`config.mk`:
```
export PLATFORM = sky130hd
export DESIGN_NAME = csc_channel
export DESIGN_NICKNAME = d
export VERILOG_FILES = /design/src/include/csc_pkg.sv /design/src/verilog/csc_channel.sv
export SDC_FILE = /design/constraint.sdc
export NUM_CORES = 1
export LEC_CHECK = 0
export ABC_AREA = 1
export BUFFER_PORTS_ARGS = -buffer_cell sky130_fd_sc_hd__buf_2
export CAP_MARGIN = 5
export CORE_MARGIN = 2
export CORE_UTILIZATION = 50
export DETAILED_ROUTE_END_ITERATION = 16
export PLACE_DENSITY = 0.76
export SYNTH_ARGS = -nofsm -noshare
export SYNTH_HDL_FRONTEND = slang
export SYNTH_SLANG_ARGS = --single-unit
```
`constraint.sdc`:
```
create_clock -name clk_sys -period 2 [get_ports clk_sys]
set_input_delay 0.1 -clock clk_sys [delete_from_list [all_inputs] [get_ports clk_sys]]
set_output_delay 0.1 -clock clk_sys [all_outputs]
set_load 0.05 [all_outputs]
```
`src/include/csc_pkg.sv`:
```
// Package for the configurable serial channel: register map, fields and timing.
// Assumes a 20 MHz system clock and an AXI4-Lite register bus with 32-bit data.
package csc_pkg;
    // Register byte offsets.
    localparam logic [7:0] CSC_OFF_CFG    = 8'h00;
    localparam logic [7:0] CSC_OFF_STOP   = 8'h04;
    localparam logic [7:0] CSC_OFF_DIV    = 8'h08;
    localparam logic [7:0] CSC_OFF_TXDATA = 8'h0c;
    localparam logic [7:0] CSC_OFF_RXDATA = 8'h10;
    localparam logic [7:0] CSC_OFF_STATUS = 8'h14;
    localparam logic [7:0] CSC_OFF_CHAN   = 8'h18;
    // Configuration byte fields.
    localparam int CSC_CFG_INV_BIT    = 7;
    localparam int CSC_CFG_IGN_BIT    = 6;
    localparam int CSC_CFG_PAR_HI     = 5;
    localparam int CSC_CFG_PAR_LO     = 4;
    localparam int CSC_CFG_BUS_BIT    = 2;
    localparam logic [1:0] CSC_PAR_EVEN = 2'h3;
    localparam logic [1:0] CSC_PAR_ODD  = 2'h2;
    localparam logic [1:0] CSC_PAR_NONE = 2'h0;
    localparam logic [3:0] CSC_W5   = 4'h5;
    localparam logic [3:0] CSC_W6   = 4'h6;
    localparam logic [3:0] CSC_W7   = 4'h7;
    localparam logic [3:0] CSC_W8   = 4'h8;
    localparam logic [3:0] CSC_W7B  = 4'hb;
    localparam logic [3:0] CSC_W8B  = 4'hc;
    localparam logic [3:0] CSC_BUS_OFFSET = 4'h4;
    // Reset values, stop bit limit and software channel range.
    localparam logic [7:0]  CSC_CFG_RESET  = 8'h08;
    localparam logic [7:0]  CSC_STOP_RESET = 8'h01;
    localparam logic [7:0]  CSC_STOP_MAX   = 8'hf0;
    localparam logic [3:0]  CSC_CHAN_RESET = 4'h3;
    localparam logic [3:0]  CSC_SW_FIRST   = 4'h3;
    localparam logic [3:0]  CSC_SW_LAST    = 4'h6;
    // Timing: system clock and default baud rate.
    localparam int CSC_CLK_HZ       = 20000000;
    localparam int CSC_BAUD_DEFAULT = 9600;
    localparam logic [15:0] CSC_DIV_RESET = 16'(CSC_CLK_HZ / CSC_BAUD_DEFAULT);
    // AXI responses.
    localparam logic [1:0] CSC_RESP_OKAY   = 2'h0;
    localparam logic [1:0] CSC_RESP_SLVERR = 2'h2;
    // Decoded frame settings.
    typedef struct packed {
        logic       invert;
        logic       ignore_par;
        logic       par_en;
        logic       par_odd;
        logic       bussed;
        logic [3:0] width;
        logic [7:0] stops;
    } csc_frame_t;
    typedef enum logic [2:0] {CSC_IDLE, CSC_START, CSC_DATA, CSC_PAR, CSC_STOPS} csc_state_t;
endpackage

```
`src/verilog/csc_channel.sv`:
```
// Configurable asynchronous serial channel with AXI4-Lite registers.
// Assumes receive_line_pin is already synchronous to clk_sys and the pad resolves tx enables.
//
// Summary of operation
// - Non-inverted mode idles the transmit line at logic one.
// - Inverted bit 7 complements every frame element; idle becomes zero.
// - Each character starts with a zero start bit lasting one bit time.
// - Every element lasts one bit time, the divider period from the baud.
// - Data bits go out least significant bit first after the start.
// - Parity bit follows the last data bit, before stop bits.
// - One or more stop bits at logic one close each character.
// - Bits 5:4 decode as 11 even, 10 odd, 00 none.
// - Low nibble 5,6,7,8 selects five to eight data bits.
// - Undefined configuration codes are ignored and keep the prior setting.
// - Codes 1011 and 1100 select bussed mode on software channels, driving only the dominant level.
// - Bussed width codes are the normal seven and eight bit codes plus four.
// - Ignore parity in seven-bit mode stores received bytes with MSB zero.
// - Ignore parity in eight-bit mode queues exactly one byte per character.
// - Stored parity in seven-bit mode goes into the byte MSB.
// - Stored parity in eight-bit mode queues a second byte holding parity.
// - Seven-bit characters without parity are stored right-aligned.
// - Inversion is honoured only on software channels 3 through 6.
// - Six-bit width is accepted only on hardware channels.
// - Software channels take 1 to 240 stop bits, else one.
// - Hardware channels use two stop bits when more than one is requested.
// - Receive or transmit may be disabled, but never both.
`timescale 1ns/1ps
module csc_channel
    import csc_pkg::*;
(
    input  wire logic        clk_sys,
    input  wire logic        reset_n,
    input  wire logic [7:0]  s_axi_awaddr,
    input  wire logic        s_axi_awvalid,
    output logic             s_axi_awready,
    input  wire logic [31:0] s_axi_wdata,
    input  wire logic [3:0]  s_axi_wstrb,
    input  wire logic        s_axi_wvalid,
    output logic             s_axi_wready,
    output logic [1:0]       s_axi_bresp,
    output logic             s_axi_bvalid,
    input  wire logic        s_axi_bready,
    input  wire logic [7:0]  s_axi_araddr,
    input  wire logic        s_axi_arvalid,
    output logic             s_axi_arready,
    output logic [31:0]      s_axi_rdata,
    output logic [1:0]       s_axi_rresp,
    output logic             s_axi_rvalid,
    input  wire logic        s_axi_rready,
    input  wire logic        receive_line_pin,
    output logic             transmit_line_pin,
    output logic             transmit_line_oe
);
    // Registers held by software.
    logic [7:0]  cfg;
    logic [7:0]  stop_bit_count;
    logic [15:0] divisor;
    logic [3:0]  channel_no;
    logic        rx_enable;
    logic        tx_enable;
    csc_frame_t  frm;
    logic        sw_chan;
    // Transmit side.
    csc_state_t  tx_state;
    logic [15:0] tx_cnt;
    logic [7:0]  tx_shift;
    logic [3:0]  tx_bits;
    logic [7:0]  tx_stops;
    logic        tx_par;
    logic        tx_level;
    logic        tx_pending;
    logic [7:0]  tx_hold;
    // Receive side.
    csc_state_t  rx_state;
    logic [15:0] rx_cnt;
    logic [7:0]  rx_shift;
    logic [3:0]  rx_bits;
    logic        rx_line;
    logic        rx_prev;
    logic        rx_parbit;
    logic [7:0]  rx_byte;
    logic        rx_full;
    logic        rx_second;
    logic [7:0]  rx_second_byte;
    logic        rx_overrun;
    // Bus handshake state.
    logic        aw_hold;
    logic        w_hold;
    logic [7:0]  aw_addr;
    logic [31:0] w_data;
    logic [3:0]  w_strb;
    logic        do_write;
    logic        do_read;
    logic        rx_pop;
    logic [31:0] rd_value;
    logic        rd_ok;
    logic        wr_ok;

    // A software channel is one numbered 3 through 6.
    assign sw_chan = (channel_no >= CSC_SW_FIRST) && (channel_no <= CSC_SW_LAST);
    // Decode the configuration byte into frame settings.
    always_comb begin
        frm.invert     = cfg[CSC_CFG_INV_BIT] & sw_chan;
        frm.ignore_par = cfg[CSC_CFG_IGN_BIT];
        frm.par_en     = cfg[CSC_CFG_PAR_HI];
        frm.par_odd    = (cfg[CSC_CFG_PAR_HI:CSC_CFG_PAR_LO] == CSC_PAR_ODD);
        frm.bussed     = (cfg[3:0] == CSC_W7B) || (cfg[3:0] == CSC_W8B);
        frm.width      = frm.bussed ? (cfg[3:0] - CSC_BUS_OFFSET) : cfg[3:0];
        if (sw_chan) begin
            frm.stops = (stop_bit_count >= 8'h01 && stop_bit_count <= CSC_STOP_MAX) ? stop_bit_count : 8'h01;
        end else begin
            frm.stops = (stop_bit_count > 8'h01) ? 8'h02 : 8'h01;
        end
    end
    // Validity of a written configuration byte; undefined codes are dropped.
    function automatic logic cfg_legal(input logic [7:0] v, input logic sw);
        logic wok;
        logic pok;
        wok = (v[3:0] == CSC_W5) || (v[3:0] == CSC_W7) || (v[3:0] == CSC_W8)
            || (v[3:0] == CSC_W6 && !sw) || ((v[3:0] == CSC_W7B || v[3:0] == CSC_W8B) && sw);
        pok = (v[5:4] != 2'h1);
        return wok && pok;
    endfunction
    // Write channel handshake: address and data are taken in either order.
    assign s_axi_awready = !aw_hold && !s_axi_bvalid;
    assign s_axi_wready  = !w_hold && !s_axi_bvalid;
    assign do_write      = aw_hold && w_hold && !s_axi_bvalid;
    always_ff @(posedge clk_sys) begin
        if (!reset_n) begin
            aw_hold <= 1'b0;
            w_hold  <= 1'b0;
            aw_addr <= 8'h00;
            w_data  <= 32'h0000_0000;
            w_strb  <= 4'h0;
        end else begin
            if (s_axi_awvalid && s_axi_awready) begin
                aw_hold <= 1'b1;
                aw_addr <= s_axi_awaddr;
            end else if (do_write) begin
                aw_hold <= 1'b0;
            end
            if (s_axi_wvalid && s_axi_wready) begin
                w_hold <= 1'b1;
                w_data <= s_axi_wdata;
                w_strb <= s_axi_wstrb;
            end else if (do_write) begin
                w_hold <= 1'b0;
            end
        end
    end
    // Write decode and response.
    assign wr_ok = (aw_addr == CSC_OFF_CFG) || (aw_addr == CSC_OFF_STOP) || (aw_addr == CSC_OFF_DIV)
                || (aw_addr == CSC_OFF_TXDATA) || (aw_addr == CSC_OFF_CHAN);
    always_ff @(posedge clk_sys) begin
        if (!reset_n) begin
            s_axi_bvalid   <= 1'b0;
            s_axi_bresp    <= CSC_RESP_OKAY;
            cfg            <= CSC_CFG_RESET;
            stop_bit_count <= CSC_STOP_RESET;
            divisor        <= CSC_DIV_RESET;
            channel_no     <= CSC_CHAN_RESET;
            rx_enable      <= 1'b1;
            tx_enable      <= 1'b1;
        end else begin
            if (do_write) begin
                s_axi_bvalid <= 1'b1;
                s_axi_bresp  <= wr_ok ? CSC_RESP_OKAY : CSC_RESP_SLVERR;
                if (aw_addr == CSC_OFF_CFG && w_strb[0] && cfg_legal(w_data[7:0], sw_chan)) begin
                    cfg <= w_data[7:0];
                end
                if (aw_addr == CSC_OFF_STOP && w_strb[0]) begin
                    stop_bit_count <= w_data[7:0];
                end
                if (aw_addr == CSC_OFF_DIV) begin
                    if (w_strb[0]) divisor[7:0] <= w_data[7:0];
                    if (w_strb[1]) divisor[15:8] <= w_data[15:8];
                end
                if (aw_addr == CSC_OFF_CHAN && w_strb[0] && (w_data[5] || w_data[4])) begin
                    channel_no <= w_data[3:0];
                    rx_enable  <= w_data[4];
                    tx_enable  <= w_data[5];
                end
            end else if (s_axi_bvalid && s_axi_bready) begin
                s_axi_bvalid <= 1'b0;
            end
        end
    end
    // Read decode: status shows transmitter busy, receive data and overrun.
    assign s_axi_arready = !s_axi_rvalid;
    assign do_read = s_axi_arvalid && s_axi_arready;
    assign rx_pop  = do_read && (s_axi_araddr == CSC_OFF_RXDATA) && rx_full;
    always_comb begin
        rd_ok = 1'b1;
        case (s_axi_araddr)
            CSC_OFF_CFG:    rd_value = {24'h0, cfg};
            CSC_OFF_STOP:   rd_value = {24'h0, stop_bit_count};
            CSC_OFF_DIV:    rd_value = {16'h0, divisor};
            CSC_OFF_TXDATA: rd_value = {24'h0, tx_hold};
            CSC_OFF_RXDATA: rd_value = {23'h0, rx_full, rx_byte};
            CSC_OFF_STATUS: rd_value = {28'h0, rx_overrun, rx_full, tx_pending, tx_state != CSC_IDLE};
            CSC_OFF_CHAN:   rd_value = {26'h0, tx_enable, rx_enable, channel_no};
            default: begin
                rd_value = 32'h0000_0000;
                rd_ok    = 1'b0;
            end
        endcase
    end
    always_ff @(posedge clk_sys) begin
        if (!reset_n) begin
            s_axi_rvalid <= 1'b0;
            s_axi_rdata  <= 32'h0000_0000;
            s_axi_rresp  <= CSC_RESP_OKAY;
        end else if (do_read) begin
            s_axi_rvalid <= 1'b1;
            s_axi_rdata  <= rd_value;
            s_axi_rresp  <= rd_ok ? CSC_RESP_OKAY : CSC_RESP_SLVERR;
        end else if (s_axi_rready) begin
            s_axi_rvalid <= 1'b0;
        end
    end
    // Transmit holding register; a write while full is dropped.
    always_ff @(posedge clk_sys) begin
        if (!reset_n) begin
            tx_pending <= 1'b0;
            tx_hold    <= 8'h00;
        end else if (do_write && aw_addr == CSC_OFF_TXDATA && w_strb[0] && !tx_pending && tx_enable) begin
            tx_pending <= 1'b1;
            tx_hold    <= w_data[7:0];
        end else if (tx_state == CSC_IDLE && tx_pending) begin
            tx_pending <= 1'b0;
        end
    end
    // Transmit frame sequencer; each element lasts divisor clocks.
    always_ff @(posedge clk_sys) begin
        if (!reset_n) begin
            tx_state <= CSC_IDLE;
            tx_cnt   <= 16'h0000;
            tx_shift <= 8'h00;
            tx_bits  <= 4'h0;
            tx_stops <= 8'h00;
            tx_par   <= 1'b0;
            tx_level <= 1'b1;
        end else begin
            case (tx_state)
                CSC_IDLE: begin
                    tx_level <= 1'b1;
                    if (tx_pending) begin
                        tx_state <= CSC_START;
                        tx_shift <= tx_hold;
                        tx_bits  <= frm.width;
                        tx_par   <= frm.par_odd;
                        tx_stops <= frm.stops;
                        tx_cnt   <= divisor - 16'h0001;
                        tx_level <= 1'b0;
                    end
                end
                CSC_START, CSC_DATA, CSC_PAR, CSC_STOPS: begin
                    if (tx_cnt != 16'h0000) begin
                        tx_cnt <= tx_cnt - 16'h0001;
                    end else begin
                        tx_cnt <= divisor - 16'h0001;
                        if (tx_state != CSC_STOPS && tx_bits != 4'h0) begin
                            tx_state <= CSC_DATA;
                            tx_level <= tx_shift[0];
                            tx_par   <= tx_par ^ tx_shift[0];
                            tx_shift <= {1'b0, tx_shift[7:1]};
                            tx_bits  <= tx_bits - 4'h1;
                        end else if (tx_state == CSC_DATA && frm.par_en) begin
                            tx_state <= CSC_PAR;
                            tx_level <= tx_par;
                        end else if (tx_state != CSC_STOPS || tx_stops > 8'h01) begin
                            if (tx_state == CSC_STOPS) tx_stops <= tx_stops - 8'h01;
                            tx_state <= CSC_STOPS;
                            tx_level <= 1'b1;
                        end else begin
                            tx_state <= CSC_IDLE;
                            tx_level <= 1'b1;
                        end
                    end
                end
                default: tx_state <= CSC_IDLE;
            endcase
        end
    end
    // Pin drive: polarity applied, bussed mode drives only the dominant zero.
    assign transmit_line_pin = tx_level ^ frm.invert;
    assign transmit_line_oe  = tx_enable && (!frm.bussed || !tx_level);
    // Receiver: start edge detection, mid-bit sampling and byte assembly.
    assign rx_line = receive_line_pin ^ frm.invert;
    always_ff @(posedge clk_sys) begin
        if (!reset_n) begin
            rx_state  <= CSC_IDLE;
            rx_cnt    <= 16'h0000;
            rx_shift  <= 8'h00;
            rx_bits   <= 4'h0;
            rx_prev   <= 1'b1;
            rx_parbit <= 1'b0;
        end else begin
            rx_prev <= rx_line;
            case (rx_state)
                CSC_IDLE: begin
                    if (rx_enable && rx_prev && !rx_line) begin
                        rx_state <= CSC_START;
                        rx_cnt   <= {1'b0, divisor[15:1]};
                        rx_bits  <= frm.width;
                        rx_shift <= 8'h00;
                    end
                end
                CSC_START, CSC_DATA, CSC_PAR: begin
                    if (rx_cnt != 16'h0000) begin
                        rx_cnt <= rx_cnt - 16'h0001;
                    end else begin
                        rx_cnt <= divisor - 16'h0001;
                        if (rx_state == CSC_START && rx_line) begin
                            rx_state <= CSC_IDLE;
                        end else if (rx_state == CSC_START) begin
                            rx_state <= CSC_DATA;
                        end else if (rx_state == CSC_DATA && rx_bits != 4'h0) begin
                            rx_shift <= {rx_line, rx_shift[7:1]};
                            rx_bits  <= rx_bits - 4'h1;
                            if (rx_bits == 4'h1 && !frm.par_en) rx_state <= CSC_STOPS;
                            if (rx_bits == 4'h1 && frm.par_en) rx_state <= CSC_PAR;
                        end else begin
                            rx_parbit <= rx_line;
                            rx_state  <= CSC_STOPS;
                        end
                    end
                end
                CSC_STOPS: begin
                    rx_state <= CSC_IDLE;
                end
                default: rx_state <= CSC_IDLE;
            endcase
        end
    end
    // Receive store: right-align the character and place parity per mode.
    always_ff @(posedge clk_sys) begin
        if (!reset_n) begin
            rx_byte        <= 8'h00;
            rx_full        <= 1'b0;
            rx_second      <= 1'b0;
            rx_second_byte <= 8'h00;
            rx_overrun     <= 1'b0;
        end else begin
            if (rx_state == CSC_STOPS) begin
                rx_overrun <= rx_full;
                rx_full    <= 1'b1;
                rx_byte    <= rx_shift >> (4'h8 - frm.width);
                if (frm.width == CSC_W7 && frm.par_en) begin
                    rx_byte[7] <= frm.ignore_par ? 1'b0 : rx_parbit;
                end
                rx_second      <= frm.width == CSC_W8 && frm.par_en && !frm.ignore_par;
                rx_second_byte <= {7'h00, rx_parbit};
            end else if (rx_pop && rx_second) begin
                rx_byte   <= rx_second_byte;
                rx_second <= 1'b0;
            end else if (rx_pop) begin
                rx_full <= 1'b0;
            end
        end
    end

    // Assertions on pin behaviour and frame decoding.
    a_idle_line_high: assert property (@(posedge clk_sys) disable iff (!reset_n)
        (tx_state == CSC_IDLE && !frm.invert) |-> transmit_line_pin)
        else $error("Transmit line not idle high.");
    a_invert_idle_low: assert property (@(posedge clk_sys) disable iff (!reset_n)
        (tx_state == CSC_IDLE && frm.invert) |-> !transmit_line_pin)
        else $error("Inverted idle level wrong.");
    a_start_bit_zero: assert property (@(posedge clk_sys) disable iff (!reset_n)
        (tx_state == CSC_START) |-> !tx_level)
        else $error("Start bit not zero.");
    a_start_enters: assert property (@(posedge clk_sys) disable iff (!reset_n)
        (tx_state == CSC_IDLE && tx_pending) |=> (tx_state == CSC_START && tx_cnt == $past(divisor) - 16'h0001))
        else $error("Start bit length wrong.");
    a_par_after_data: assert property (@(posedge clk_sys) disable iff (!reset_n)
        (tx_state == CSC_PAR) |-> frm.par_en && tx_bits == 4'h0)
        else $error("Parity out of place.");
    a_stop_level_one: assert property (@(posedge clk_sys) disable iff (!reset_n)
        (tx_state == CSC_STOPS) |-> tx_level)
        else $error("Stop bit not one.");
    a_bussed_release: assert property (@(posedge clk_sys) disable iff (!reset_n)
        (frm.bussed && tx_level) |-> !transmit_line_oe)
        else $error("Bussed line driven at recessive level.");
    a_hw_no_invert: assert property (@(posedge clk_sys) disable iff (!reset_n)
        !sw_chan |-> !frm.invert)
        else $error("Hardware channel inverted.");
    a_stop_range: assert property (@(posedge clk_sys) disable iff (!reset_n)
        frm.stops >= 8'h01 && frm.stops <= CSC_STOP_MAX && (sw_chan || frm.stops <= 8'h02))
        else $error("Stop count out of range.");
    a_one_pin_on: assert property (@(posedge clk_sys) disable iff (!reset_n)
        rx_enable || tx_enable)
        else $error("Both pins unassigned.");
    a_seven_msb_zero: assert property (@(posedge clk_sys) disable iff (!reset_n)
        ($past(rx_state) == CSC_STOPS && frm.width == CSC_W7 && frm.ignore_par) |-> !rx_byte[7])
        else $error("Seven-bit MSB not cleared.");
endmodule

```
==> metrics.yaml <==
grt_max_degree: 88
switching_share_pct: 44.79
critPathMaxFanout: 13
crit_path_start_kind: "flop"
cp_data_required_time_ns: 2.35
rows: 51
maxCapViolCount: 0
p_leak_nw: 5.098
slowest_stage: "dfxtp_1"
pin_count: 103
slew_headroom_pct: 61.66
area_growth_pct: 16.30
worstSetupEndpoint: "tx_cnt[11]"
arrival_ns: 2.22
yosysWarnings: 0
instances_no_fill: 1875
nFillCells: 1841
path_class: "reg2reg"
path_clk_slew_ns: 0.08
comb_power_share_pct: 46.0
min_path_type: "in2reg"
power_switching_mw: 6.844
synth_cells: 1496
fmax_mhz: 534.6
overflow: 0
drc: 0
synthFlopType: "dfxtp_1"
timing.final.ws_setup_ns: 0.1294
hpwl_um: 20750
r2r_slack_ns: 0.13
clk_path_buf_depth: 2
die_h_um: 145.4
gp_congestion: 0.9462
cts_made_buffers: 17
skew_ns: 0.01218
grt_use_total_pct: 26.81
drt_iter0_markers: 937
p_int_mw: 8.435
crit_family: "simple AND/OR/NAND/NOR gates"
grt_pass1_vias: 9294
cpMostUsedCell: "inv_2"
antenna_found_initial: 0
seq_power_share_pct: 31.0
synth-edff-count: 0
cts_max_level: 4
p_total_mw: 15.28
final-hold-violation-count: 0
cts_sinks: 181
holdWs_ns: 0.09247
drive_above_1_share_pct: 13.60
core_um2: 19530
layout.nets: 1672
fin_crit_ns: 1.871
grt_pass1_wl_um: 46210
clkLatencyLatePin_ns: 0.45
final_core_util_pct: 59.56
via_count: 10310
yosysSeqAreaShare_pct: 36.24
slowest_delay_ns: 0.34
r2r-end: "tx_cnt[11]"
ir_drop_v: 0.0006012
outcome: "finished, final reports clean"
die_w_um: 145.4
cts_root_buf: "clkbuf_16"
p_clk_share_pct: 23.0
synth.cell_area_um2: 10000
top_layer: "met4"
viasPerCell: 5.498
die-area_um2: 21150
timing.rr.start: "tx_state[0]"
path_cells: "nor2_2, inv_2, nor2_4, nand2_2, nand2_4, inv_2, nand2_4, inv_2, nand2_1, nand3_1, nand2_1, inv_1"
ys_ff_latch: 181
reg2reg_depth: 12
dp_slack_ns: 0.009426
end_kind: "flop"
cts_tree: "built"
wl_per_cell_um: 15.32
critPathBufInv: 4
numPortBuffers: 66
setup_violations: 0
place_inst: 1813
startpoint: "tx_state[0]"
routed_wl_um: 28730
async_flop_share_pct: 0
multiInputGateArea_um2: 5527
start_util_pct: 51.21
antenna_cells: 0
ys_types: 48
routed-wl-met3_um: 1742
seqCellArea_um2: 3627
wl_met2_um: 13350
tightestPinTransition_ns: 0.5713
crit_cells: 12
maxSlewViolCount: 0
drt-met1-wl_um: 12610
p_per_area_nw_per_um2: 1314
syn_avg_cell_area_um2: 6.684
drtPass1Iterations: 5
period_share_pct: 93.53
antenna_left: 0
==> cell usage in the layout (no fill, tap or decap), types with 14 or more instances in the layout <==
master | Yosys | routed
a21oi_1 | 119 | 119
buf_2 | 10 | 65
buf_4 | 26 | 39
clkbuf_16 | 0 | 17
conb_1 | 1 | 18
dfxtp_1 | 181 | 178
dlygate4sd3_1 | 0 | 29
ha_1 | 15 | 14
inv_1 | 138 | 138
inv_2 | 16 | 16
nand2_1 | 313 | 308
nand3_1 | 80 | 80
nand4_1 | 20 | 20
nor2_1 | 224 | 218
nor2_2 | 15 | 18
o211ai_1 | 16 | 16
o21ai_0 | 148 | 146
o21ai_1 | 17 | 19
xor2_1 | 20 | 20
==> what timing repair did <==
item	in CTS	in global routing
hold endpoints to repair	28	0
setup buffers	0	1
setup endpoints to repair	1	23
gates resized for setup	1	19
pin swaps	0	2
hold buffers	29	0
==> worst min path at each step <==
stage	endpoint	start	cells past startpoint
detailed placement	aw_addr[0]	s_axi_awaddr[0]	3
finish	divisor[11]	reset_n	2
global route	rx_bits[0]	reset_n	3
global placement	aw_addr[0]	s_axi_awaddr[0]	3
floorplan	w_data[11]	s_axi_wvalid	2
CTS	rx_shift[7]	reset_n	3
==> through the flow <==
stage,setup TNS (ns),cell area [um2]
floorplan,0,10070
global placement,0,10660
CTS,0,11570
global route,-0.02888,11630
detailed placement,0,10660
finish,0,11630
==> state kept, by name, indices dropped and copies added (netlist names), 4 cells and up <==
register,flops
tx_stops,8
rx_byte,8
rx_cnt,16
tx_cnt,16
cfg,8
tx_bits,4
rx_bits,4
s_axi_rdata,16
w_data,16
tx_hold,8
divisor,16
channel_no,4
stop_bit_count,8
rx_shift,8
tx_shift,8
aw_addr,8
==> worst register-to-register path: stages, from the launching register on <==
cell and delay, ns:
dfxtp_1 0.34, nor2_2 0.20, inv_2 0.09, nor2_4 0.17, nand2_2 0.13, nand2_4 0.15, inv_2 0.15, nand2_4 0.16
inv_2 0.13, nand2_1 0.11, nand3_1 0.08, nand2_1 0.06, inv_1 0.04
==> final cells by class <==
class	instances	area share (%)
well taps	265	2.851
multi-input cells	1108	47.52
flip-flops and latches	181	31.19
repair buffers	135	8.155
inverters	154	4.970
clock buffers	18	3.776
clock inverters	14	1.538
==> synthesized netlist by cell type, types with 2 or more instances <==
library cell  count  area, um2
a211oi_1          9      67.56
a21oi_1         119      595.6
a21oi_2           2      17.52
a31oi_1           2      12.51
buf_1             2      7.510
buf_2            10      50.05
buf_4            26      195.2
buf_6             3      33.78
clkbuf_1         29      108.9
dfxtp_1         181       3623
ha_1             15      187.7
inv_1           138      518.0
inv_2            16      60.06
nand2_1         313       1175
nand2_2           7      43.79
nand2_4           7      78.83
nand3_1          80      400.4
nand3_2           3      30.03
nand3b_1          4      30.03
nand4_1          20      125.1
nor2_1          224      840.8
nor2_2           15      93.84
nor2_4            3      33.78
nor3_1           10      50.05
nor3_2            4      40.04
nor3_4            3      48.80
nor4_1            3      18.77
o211ai_1         16      120.1
o21a_1            2      15.01
o21ai_0         148      740.7
o21ai_1          17      85.08
o221ai_1          6      52.55
o22ai_1          13      81.33
o31ai_1           2      15.01
xnor2_1          12      105.1
xor2_1           20      175.2
==> power groups by stage <==
stage | registers (mW) | clock network, mW | logic (mW)
finish | 4.73 | 3.52 | 7.03
global route | 4.80 | 3.68 | 7.91
CTS | 4.70 | 3.54 | 6.89
detailed placement | 4.78 | 0 | 6.80
global placement | 4.77 | 0 | 6.65
floorplan | 4.71 | 0 | 5.50
==> logic make-up (layout without fill, tap and decap cells) <==
group,count (synthesis),after routing,synth area share (%)
compound gates,341,341,18.63
xor+xnor,32,32,2.803
fa+ha+maj,15,15,1.877
buf+inv,224,321,9.735
flops,181,181,36.24
other cells,1,18,0.03750
simple gates,702,702,30.68
==> layer usage <==
| layer | track usage [%] | vias up |
|---|---|---|
| met4 | 12.16 | 0 |
| met2 | 43.89 | 382 |
| met1 | 35.09 | 4776 |
| met3 | 4.013 | 79 |
| met5 | 0 | - |
| li1 | - | 5071 |
(Power assumes the default switching activity.)
